==> config.mk <==
export PLATFORM = sky130hd
export DESIGN_NAME = fpic_input_ctrl
export DESIGN_NICKNAME = d
export VERILOG_FILES = /design/src/pkg/fpic_pkg.sv /design/src/verilog/fpic_input_ctrl.sv
export VERILOG_INCLUDE_DIRS = /design/src /design/src/pkg
export SDC_FILE = /design/constraint.sdc
export NUM_CORES = 1
export LEC_CHECK = 0
export ABC_CLOCK_PERIOD_IN_PS = 3300
export BUFFER_PORTS_ARGS = -buffer_cell sky130_fd_sc_hd__buf_2
export CORE_MARGIN = 2
export CORE_UTILIZATION = 41
export DETAILED_ROUTE_END_ITERATION = 8
export PLACE_DENSITY = 0.68
export SLEW_MARGIN = 30
export SYNTH_ARGS = -nofsm -noshare
export SYNTH_HDL_FRONTEND = slang
export SYNTH_SLANG_ARGS = --single-unit
==> constraint.sdc <==
create_clock -name clk_in -period 3.3 [get_ports clk_in]
set_input_delay 0.66 -clock clk_in [delete_from_list [all_inputs] [get_ports clk_in]]
set_output_delay 0.66 -clock clk_in [all_outputs]
set_load 0.01 [all_outputs]
==> src/pkg/fpic_defines.svh <==
// Offsets, field positions, reset values and widths of the operand input control
`ifndef FPIC_DEFINES_SVH
`define FPIC_DEFINES_SVH
`define FPIC_WORD_W 32
`define FPIC_PAR_W 4
`define FPIC_ADDR_W 6
// Register byte offsets
`define FPIC_OFS_CTRL 6'h00
`define FPIC_OFS_STATUS 6'h04
`define FPIC_OFS_MASK 6'h08
`define FPIC_OFS_LEFT 6'h0C
`define FPIC_OFS_RIGHT 6'h10
`define FPIC_OFS_TEMP_LO 6'h14
`define FPIC_OFS_TEMP_HI 6'h18
`define FPIC_OFS_HOLD 6'h1C
// Control fields
`define FPIC_CTRL_BYTE_BIT 0
`define FPIC_CTRL_EDGE_BIT 1
`define FPIC_CTRL_SRC_LO 2
`define FPIC_CTRL_SRC_HI 3
`define FPIC_CTRL_PIPE_BIT 4
`define FPIC_CTRL_SUDDEN_BIT 5
`define FPIC_CTRL_SLAVE_BIT 6
`define FPIC_CTRL_W 7
`define FPIC_CTRL_RESET 7'h00
// Status and mask fields
`define FPIC_ST_PERR_A 0
`define FPIC_ST_PERR_B 1
`define FPIC_ST_CMP 2
`define FPIC_ST_W 3
`define FPIC_ST_RESET 3'h0
// Single format exponent field, used for the denormal test
`define FPIC_EXP_LO 23
`define FPIC_EXP_HI 30
`endif

==> src/pkg/fpic_pkg.sv <==
// Types shared by the operand input control block
`include "fpic_defines.svh"
package fpic_pkg;
   // Operand source selection
   typedef enum logic [1:0] {
      FPIC_SRC_A_B = 2'b00,
      FPIC_SRC_TEMP = 2'b01,
      FPIC_SRC_A_TLO = 2'b10,
      FPIC_SRC_THI_B = 2'b11
   } fpic_src_type;
   // Software control bits
   typedef struct packed {
      logic slave_mode;
      logic sudden_underflow;
      logic input_pipeline_select;
      fpic_src_type operand_source_select;
      logic temp_load_edge_select;
      logic parity_granularity_select;
   } fpic_ctrl_type;
   // Complete block state
   typedef struct packed {
      fpic_ctrl_type ctrl;
      logic [`FPIC_ST_W-1:0] status;
      logic [`FPIC_ST_W-1:0] mask;
      logic [63:0] temp_register;
      logic [63:0] temp_stage;
      logic temp_stage_valid;
      logic [31:0] left_input_latch;
      logic [31:0] right_input_latch;
      logic [31:0] holding_register;
      logic [3:0] result_bus_parity;
      logic result_drive;
      logic [1:0] hold_clk_sync;
      logic hold_clk_last;
      logic first_bus_parity_error;
      logic second_bus_parity_error;
      logic lockstep_compare_error;
      logic ack;
      logic [31:0] readdata;
   } fpic_state_type;
endpackage

==> src/verilog/fpic_input_ctrl.sv <==
// Operand input parity checking, source selection and register loading
//
// Contract
// - Byte mode: four parity bits, one per byte
// - Word mode: one parity bit per bus
// - Parity is even on every bus
// - First bus parity failure raises its error
// - Second bus parity failure raises its error
// - All registers except holding use master clock; here the holding register also runs on it and only samples its own clock
// - Holding register writes on its clock, enable low
// - Temp register loads on edge set by select
// - Source select picks A, B or temp
// - Left latch loads when enabled, not flowthrough
// - Right latch loads when enabled, not flowthrough
// - Underflow select low keeps denormals (gradual)
// - Results leave on a 32-bit two-way bus
// - Underflow select high flushes denormals to zero
// - Pipeline select high makes latches transparent
// - Bus data goes to temp or latch
//
// Local design decisions: the Avalon-MM interface to the registers and the placing of the registers.
`timescale 1ns/10ps
`include "fpic_defines.svh"
module fpic_input_ctrl import fpic_pkg::*; (
   // Clock and reset
   input wire logic clk_in,
   input wire logic rst_n_in,
   // Avalon-MM register slave
   input wire logic [`FPIC_ADDR_W-1:0] avs_address_in,
   input wire logic avs_read_in,
   input wire logic avs_write_in,
   input wire logic [31:0] avs_writedata_in,
   input wire logic [3:0] avs_byteenable_in,
   output logic [31:0] avs_readdata_out,
   output logic avs_waitrequest_out,
   // Interrupt
   output logic irq_out,
   // Operand buses and their parity
   input wire logic [31:0] first_operand_bus_in,
   input wire logic [31:0] second_operand_bus_in,
   input wire logic [3:0] first_bus_parity_in,
   input wire logic [3:0] second_bus_parity_in,
   output logic first_bus_parity_error_out,
   output logic second_bus_parity_error_out,
   // Load controls
   input wire logic left_input_load_enable_in,
   input wire logic right_input_load_enable_in,
   input wire logic temp_register_load_in,
   // Operands presented to the datapath
   output logic [31:0] left_operand_out,
   output logic [31:0] right_operand_out,
   // Holding register
   input wire logic holding_register_clock_in,
   input wire logic holding_register_write_enable_n_in,
   input wire logic [31:0] result_data_in,
   input wire logic result_output_enable_n_in,
   // Two-way result bus and its parity
   input wire logic [31:0] result_bus_in,
   output logic [31:0] result_bus_out,
   output logic result_bus_oe_out,
   input wire logic [3:0] result_bus_parity_in,
   output logic [3:0] result_bus_parity_out,
   output logic result_bus_parity_oe_out,
   output logic lockstep_compare_error_out
);

   // ************************************************************
   // Functions
   // ************************************************************

   // Even parity check; byte mode checks each lane, word mode uses bit 0 only
   function automatic logic parity_fail(input logic [31:0] data, input logic [3:0] par,
                                        input logic byte_mode);
      logic fail;
      fail = 1'b0;
      if (byte_mode) begin
         for (int i = 0; i < 4; i++) begin
            fail = fail | (^{data[8*i +: 8], par[i]});
         end
      end else begin
         fail = ^{data, par[0]};
      end
      return fail;
   endfunction

   // Even parity generation at the same granularity as the checker
   function automatic logic [3:0] parity_gen(input logic [31:0] data, input logic byte_mode);
      logic [3:0] par;
      par = 4'h0;
      if (byte_mode) begin
         for (int i = 0; i < 4; i++) begin
            par[i] = ^data[8*i +: 8];
         end
      end else begin
         par[0] = ^data;
      end
      return par;
   endfunction

   // Denormal flush: zero exponent with nonzero fraction becomes signed zero
   function automatic logic [31:0] underflow(input logic [31:0] word, input logic sudden);
      logic [31:0] res;
      res = word;
      if (sudden && (word[`FPIC_EXP_HI:`FPIC_EXP_LO] == 8'h00)) begin
         res = {word[31], 31'h0000_0000};
      end
      return res;
   endfunction

   // Byte-enable merge of a write into a stored word
   function automatic logic [31:0] be_merge(input logic [31:0] old, input logic [31:0] wdata,
                                            input logic [3:0] be);
      logic [31:0] res;
      res = old;
      for (int i = 0; i < 4; i++) begin
         if (be[i]) begin
            res[8*i +: 8] = wdata[8*i +: 8];
         end
      end
      return res;
   endfunction

   // ************************************************************
   // State
   // ************************************************************

   fpic_state_type state_reg;
   fpic_state_type state_next;
   logic [31:0] left_source;
   logic [31:0] right_source;
   logic perr_a;
   logic perr_b;
   logic cmp_err;
   logic hold_edge;
   logic access;
   logic [31:0] ctrl_word;
   logic [31:0] wmerge;

   // Source multiplexers; the encoding is a fixed table of this block
   always_comb begin
      case (state_reg.ctrl.operand_source_select)
         FPIC_SRC_A_B: begin
            left_source = first_operand_bus_in;
            right_source = second_operand_bus_in;
         end
         FPIC_SRC_TEMP: begin
            left_source = state_reg.temp_register[63:32];
            right_source = state_reg.temp_register[31:0];
         end
         FPIC_SRC_A_TLO: begin
            left_source = first_operand_bus_in;
            right_source = state_reg.temp_register[31:0];
         end
         default: begin
            left_source = state_reg.temp_register[63:32];
            right_source = second_operand_bus_in;
         end
      endcase
   end

   // Event sources: parity on operand buses, mismatch on the result bus
   assign perr_a = parity_fail(first_operand_bus_in, first_bus_parity_in,
                               state_reg.ctrl.parity_granularity_select);
   assign perr_b = parity_fail(second_operand_bus_in, second_bus_parity_in,
                               state_reg.ctrl.parity_granularity_select);
   // Compare what the bus carries against what this device would drive
   assign cmp_err = (state_reg.result_drive | state_reg.ctrl.slave_mode) &
                    ((result_bus_in != state_reg.holding_register) |
                     (result_bus_parity_in != state_reg.result_bus_parity));
   // Holding clock is foreign, so only the second sync stage is looked at
   assign hold_edge = state_reg.hold_clk_sync[1] & ~state_reg.hold_clk_last;
   assign access = (avs_read_in | avs_write_in) & ~state_reg.ack;
   assign ctrl_word = {25'h000_0000, state_reg.ctrl};
   assign wmerge = be_merge(ctrl_word, avs_writedata_in, avs_byteenable_in);

   // ************************************************************
   // Next-state logic
   // ************************************************************

   // One process computes the whole next state
   always_comb begin
      state_next = state_reg;
      // Bus answer: one wait cycle, then the request is accepted
      state_next.ack = access;
      // Parity errors are registered so the pins come from flip-flops
      state_next.first_bus_parity_error = perr_a;
      state_next.second_bus_parity_error = perr_b;
      state_next.lockstep_compare_error = cmp_err;
      // Temp register: rising edge takes bus now, the later edge takes staged data
      state_next.temp_stage = {first_operand_bus_in, second_operand_bus_in};
      state_next.temp_stage_valid = temp_register_load_in;
      if (!state_reg.ctrl.temp_load_edge_select) begin
         if (temp_register_load_in) begin
            state_next.temp_register = {first_operand_bus_in, second_operand_bus_in};
         end
      end else if (state_reg.temp_stage_valid) begin
         state_next.temp_register = state_reg.temp_stage;
      end
      // Input latches hold still while in flowthrough
      if (left_input_load_enable_in && !state_reg.ctrl.input_pipeline_select) begin
         state_next.left_input_latch = underflow(left_source,
                                                 state_reg.ctrl.sudden_underflow);
      end
      if (right_input_load_enable_in && !state_reg.ctrl.input_pipeline_select) begin
         state_next.right_input_latch = underflow(right_source,
                                                  state_reg.ctrl.sudden_underflow);
      end
      // Holding register follows its own clock, seen through two flops
      state_next.hold_clk_sync = {state_reg.hold_clk_sync[0], holding_register_clock_in};
      state_next.hold_clk_last = state_reg.hold_clk_sync[1];
      if (hold_edge && !holding_register_write_enable_n_in) begin
         state_next.holding_register = underflow(result_data_in,
                                                 state_reg.ctrl.sudden_underflow);
      end
      state_next.result_bus_parity = parity_gen(state_reg.holding_register,
                                                state_reg.ctrl.parity_granularity_select);
      // A slave in a lockstep pair listens and never drives
      state_next.result_drive = ~result_output_enable_n_in & ~state_reg.ctrl.slave_mode;
      // Sticky status: new events set bits, set wins over a write-one clear
      if (avs_write_in && state_reg.ack && avs_address_in == `FPIC_OFS_STATUS
          && avs_byteenable_in[0]) begin
         state_next.status = state_reg.status & ~avs_writedata_in[`FPIC_ST_W-1:0];
      end
      state_next.status[`FPIC_ST_PERR_A] = state_next.status[`FPIC_ST_PERR_A] | perr_a;
      state_next.status[`FPIC_ST_PERR_B] = state_next.status[`FPIC_ST_PERR_B] | perr_b;
      state_next.status[`FPIC_ST_CMP] = state_next.status[`FPIC_ST_CMP] | cmp_err;
      // Register writes take effect on the accepting edge only
      if (avs_write_in && state_reg.ack) begin
         if (avs_address_in == `FPIC_OFS_CTRL) begin
            state_next.ctrl = fpic_ctrl_type'(wmerge[`FPIC_CTRL_W-1:0]);
         end else if (avs_address_in == `FPIC_OFS_MASK && avs_byteenable_in[0]) begin
            state_next.mask = avs_writedata_in[`FPIC_ST_W-1:0];
         end
      end
      // Read data is fetched in the wait cycle; unmapped reads return zero
      if (avs_read_in && !state_reg.ack) begin
         if (avs_address_in == `FPIC_OFS_CTRL) begin
            state_next.readdata = ctrl_word;
         end else if (avs_address_in == `FPIC_OFS_STATUS) begin
            state_next.readdata = {29'h0000_0000, state_reg.status};
         end else if (avs_address_in == `FPIC_OFS_MASK) begin
            state_next.readdata = {29'h0000_0000, state_reg.mask};
         end else if (avs_address_in == `FPIC_OFS_LEFT) begin
            state_next.readdata = state_reg.left_input_latch;
         end else if (avs_address_in == `FPIC_OFS_RIGHT) begin
            state_next.readdata = state_reg.right_input_latch;
         end else if (avs_address_in == `FPIC_OFS_TEMP_LO) begin
            state_next.readdata = state_reg.temp_register[31:0];
         end else if (avs_address_in == `FPIC_OFS_TEMP_HI) begin
            state_next.readdata = state_reg.temp_register[63:32];
         end else if (avs_address_in == `FPIC_OFS_HOLD) begin
            state_next.readdata = state_reg.holding_register;
         end else begin
            state_next.readdata = 32'h0000_0000;
         end
      end
   end

   // ************************************************************
   // State register
   // ************************************************************

   // Every flop runs on the master clock; the holding clock is only sampled
   always_ff @(posedge clk_in) begin
      if (!rst_n_in) begin
         state_reg <= '0;
         state_reg.ctrl <= fpic_ctrl_type'(`FPIC_CTRL_RESET);
         state_reg.status <= `FPIC_ST_RESET;
         state_reg.mask <= `FPIC_ST_RESET;
      end else begin
         state_reg <= state_next;
      end
   end

   // ************************************************************
   // Outputs
   // ************************************************************

   // Flowthrough bypasses the latches, costing a combinational path to the pins
   assign left_operand_out = state_reg.ctrl.input_pipeline_select ?
                             underflow(left_source, state_reg.ctrl.sudden_underflow) :
                             state_reg.left_input_latch;
   assign right_operand_out = state_reg.ctrl.input_pipeline_select ?
                              underflow(right_source, state_reg.ctrl.sudden_underflow) :
                              state_reg.right_input_latch;
   // Result bus and parity lanes
   assign result_bus_out = state_reg.holding_register;
   assign result_bus_oe_out = state_reg.result_drive;
   assign result_bus_parity_out = state_reg.result_bus_parity;
   assign result_bus_parity_oe_out = state_reg.result_drive;
   // Error pins
   assign first_bus_parity_error_out = state_reg.first_bus_parity_error;
   assign second_bus_parity_error_out = state_reg.second_bus_parity_error;
   assign lockstep_compare_error_out = state_reg.lockstep_compare_error;
   // Bus handshake and interrupt
   assign avs_waitrequest_out = access;
   assign avs_readdata_out = state_reg.readdata;
   assign irq_out = |(state_reg.status & state_reg.mask);

endmodule // fpic_input_ctrl

==> impl_metrics.env <==
export IMPL_status="complete, no violations"
export IMPL_fin_area_um2=17700
export IMPL_fillers=3566
export IMPL_fmax_mhz=311
export IMPL_worstPathRequired_ns=2.64
export IMPL_final_common_cell="buf_2"
export IMPL_vdd_ir_drop_max_mv=0.309
export IMPL_die_area_um2=38300
export IMPL_drc=0
export IMPL_port_buffers=302
export IMPL_slew_headroom_pct=44.5
export IMPL_initial_core_util_pct=41.3
export IMPL_cp_slowest_stage_delay_ns=0.37
export IMPL_place_congestion=0.884
export IMPL_core_area_um2=36400
export IMPL_startpoint_type="flip-flop"
export IMPL_drv_slew=0
export IMPL_synth_fp_nets=1902
export IMPL_drtPass1Iterations=5
export IMPL_muxShareOfSynthArea_pct=13.7
export IMPL_power_uw=8790
export IMPL_cap_violations=0
export IMPL_rows=70
export IMPL_synth_top_family_by_area="simple AND/OR/NAND/NOR gates"
export IMPL_worst_slew_pin_slew_ns=0.831
export IMPL_cp_end_kind="output pin"
export IMPL_placed_area_um2=16400
export IMPL_synth_edf_count=0
export IMPL_cts_clk_slew_worst_paths_ns=0.05
export IMPL_ant_nets=0
export IMPL_nets=2074
export IMPL_synth_compound_area_share_pct=15.6
export IMPL_grt_max_degree=90
export IMPL_finalSetupViolations=0
export IMPL_viasPerCell=5.49
export IMPL_final_cell_mix="buf_2, dfxtp_1, nand2_1"
export IMPL_cpMaxStageDelayCell="dfxtp_1"
export IMPL_yosys_warnings=0
export IMPL_cts_buffer_depth=3
export IMPL_largest_register_ffs=201
export IMPL_finalCritPeriodShare_pct=97.6
export IMPL_io_pins=331
export IMPL_clock_latency_ns=0.53
export IMPL_die_x_um=196
export IMPL_leakage_uw=0.00780
export IMPL_finalCriticalPeriod_ns=3.22
export IMPL_synth_xor_area_share_pct=8.52
export IMPL_async_flop_share_pct=0
export IMPL_ctsRootBufferMaster="clkbuf_16"
export IMPL_crit_path_max_fanout=23
export IMPL_numCtsBuffers=34
export IMPL_grt_ovfl_total=0
export IMPL_finalHoldViolations=0
export IMPL_num_vias=13000
export IMPL_seqCellArea_um2=5650
export IMPL_cts_tree="done"
export IMPL_p_per_area_nw_per_um2=498
export IMPL_layout_drive_gt1_share_pct=24.2
export IMPL_wl_per_cell_um=20.9
export IMPL_syn_area_um2=15100
export IMPL_htreeDepth=2
export IMPL_hpwl_mm=35.5
export IMPL_clock_skew_ns=0.0245
export IMPL_grt_pass1_wl_mm=73.4
export IMPL_clock_sinks=282
export IMPL_antenna_found_initial=4
export IMPL_critPathKind="flip-flop to output pin"
export IMPL_setup_tns_ns=0
export IMPL_synth_simple_area_share_pct=17.3
export IMPL_die_h_um=196
export IMPL_rsz0062_at_grt="yes"
export IMPL_post_route_util_pct=48.5
export IMPL_ys_seq_area_share_pct=37.5
export IMPL_wl_mm=49.5
export IMPL_syn_area_per_cell_um2=8.82
export IMPL_grt_pass1_vias=12400
export IMPL_arrival_ns=2.56
export IMPL_ys_seq_elements=282
export IMPL_synth_ff_type="dfxtp_1"
export IMPL_drt_iter0_markers=1006
export IMPL_worstHoldPathType="input pin to flip-flop"
export IMPL_grt_use_total_pct=24.9
export IMPL_multiInputGateArea_um2=8390
export IMPL_path_cells="inv_1, ha_4, nor4_2, a21oi_2, nor2_4, buf_12, nor2_1, mux2_2, buf_2"
export IMPL_synth_fa_ha_area_share_pct=0.166
export IMPL_synthToLayoutAreaGrowth_pct=17.3
export IMPL_synth_cells=1708
export IMPL_synth_cell_types=53
==> worst max-delay path: cells and delay by family, from the launching register on <==
kind | cells | cell delay [ns]
AO/OA/AOI/OAI | 1 | 0.09
buffers and inverters | 3 | 0.43
AND/OR/NAND/NOR | 3 | 0.53
flip-flops | 1 | 0.37
multiplexers | 1 | 0.31
adder cells (fa/ha/maj) | 1 | 0.29
==> cell families (layout without fill, tap and decap cells) <==
| kind of cell | Yosys count | in the layout |
|---|---|---|
| flops | 282 | 282 |
| mux | 189 | 189 |
| buf+inv | 209 | 403 |
| fa+ha+maj | 2 | 2 |
| simple gates | 557 | 557 |
| xor+xnor | 129 | 129 |
| other cells | 0 | 4 |
| compound gates | 340 | 340 |
==> metrics by stage <==
stage,hold WS [ns],instances,setup slack [ns]
finish,0.318,2374,0.0798
global route,0.299,2371,-0.00310
CTS,0.290,2367,0.0175
detailed placement,0.422,2308,0.123
global placement,0.433,2308,0.142
floorplan,0.412,1708,0.547
==> what timing repair did <==
| item | in CTS | in global routing |
|---|---|---|
| gates cloned | 0 | 1 |
| pin swaps | 1 | 1 |
| hold buffers | 0 | 0 |
| endpoints found under the setup margin | 23 | 23 |
| resized for setup | 2 | 5 |
| setup buffers | 1 | 1 |
==> worst paths after layout <==
path                                   start  slack, ns                            to  cells after the start
max reg2reg  result_bus_out[26]$_SDFFE_PN0P_       1.10     state_reg[274]$_SDFF_PN0_                      6
max                ctrl_word[3]$_SDFFE_PN0P_       0.08         right_operand_out[20]                      9
min reg2reg        state_next[38]$_SDFF_PN0_       0.45     state_next[36]$_SDFF_PN0_                      1
min                result_output_enable_n_in       0.32  result_bus_oe_out$_SDFF_PN0_                      2
==> power breakdown <==
group          leakage (uW)  total [uW]  internal, uW  switching, uW
logic               0.00493        1320           617            708
clock network      0.000543        3710          2250           1460
registers           0.00233        3750          3600            153
==> cell usage after synthesis (3+ instances only) <==
| cell | number | area (um^2) |
|---|---|---|
| a211oi_1 | 41 | 308 |
| a21boi_1 | 9 | 67.6 |
| a21oi_1 | 147 | 736 |
| a22oi_1 | 48 | 360 |
| a311oi_1 | 3 | 26.3 |
| a31oi_1 | 5 | 31.3 |
| a32oi_1 | 4 | 35.0 |
| and2_1 | 73 | 457 |
| and3_1 | 3 | 18.8 |
| buf_1 | 11 | 41.3 |
| buf_2 | 21 | 105 |
| buf_4 | 71 | 533 |
| clkbuf_1 | 98 | 368 |
| dfxtp_1 | 282 | 5650 |
| inv_1 | 6 | 22.5 |
| mux2_1 | 23 | 259 |
| mux2_2 | 49 | 552 |
| mux2i_1 | 110 | 1100 |
| mux4_2 | 7 | 158 |
| nand2_1 | 243 | 912 |
| nand2b_1 | 7 | 43.8 |
| nand3_1 | 12 | 60.1 |
| nand4_1 | 4 | 25.0 |
| nor2_1 | 118 | 443 |
| nor2b_1 | 12 | 75.1 |
| nor3_1 | 12 | 60.1 |
| nor4_1 | 12 | 75.1 |
| o211a_1 | 67 | 671 |
| o21ai_0 | 3 | 15.0 |
| o21ai_1 | 5 | 25.0 |
| or3_1 | 48 | 300 |
| xnor2_1 | 88 | 771 |
| xnor3_1 | 10 | 225 |
| xor2_1 | 30 | 263 |
==> area by class of cell <==
class	count	share of cell area (%)
multi-input combinational	1217	47.5
sequential	282	32.0
timing repair buffer	339	10.7
clock buffer	52	5.91
tap	468	3.31
clock inverter	6	0.333
inverter	6	0.135
antenna	4	0.0567
==> routing by layer <==
layer | GRT usage (%) | part of all wire (%) | up-vias
met5 | 0 | 0.061 | -
met4 | 7.41 | 2.7 | 4
met3 | 3.44 | 6.4 | 83
met2 | 42.7 | 48 | 508
met1 | 32.7 | 43 | 6223
li1 | - | - | 6207
No activity file was read; power rests on OpenSTA's default activity.
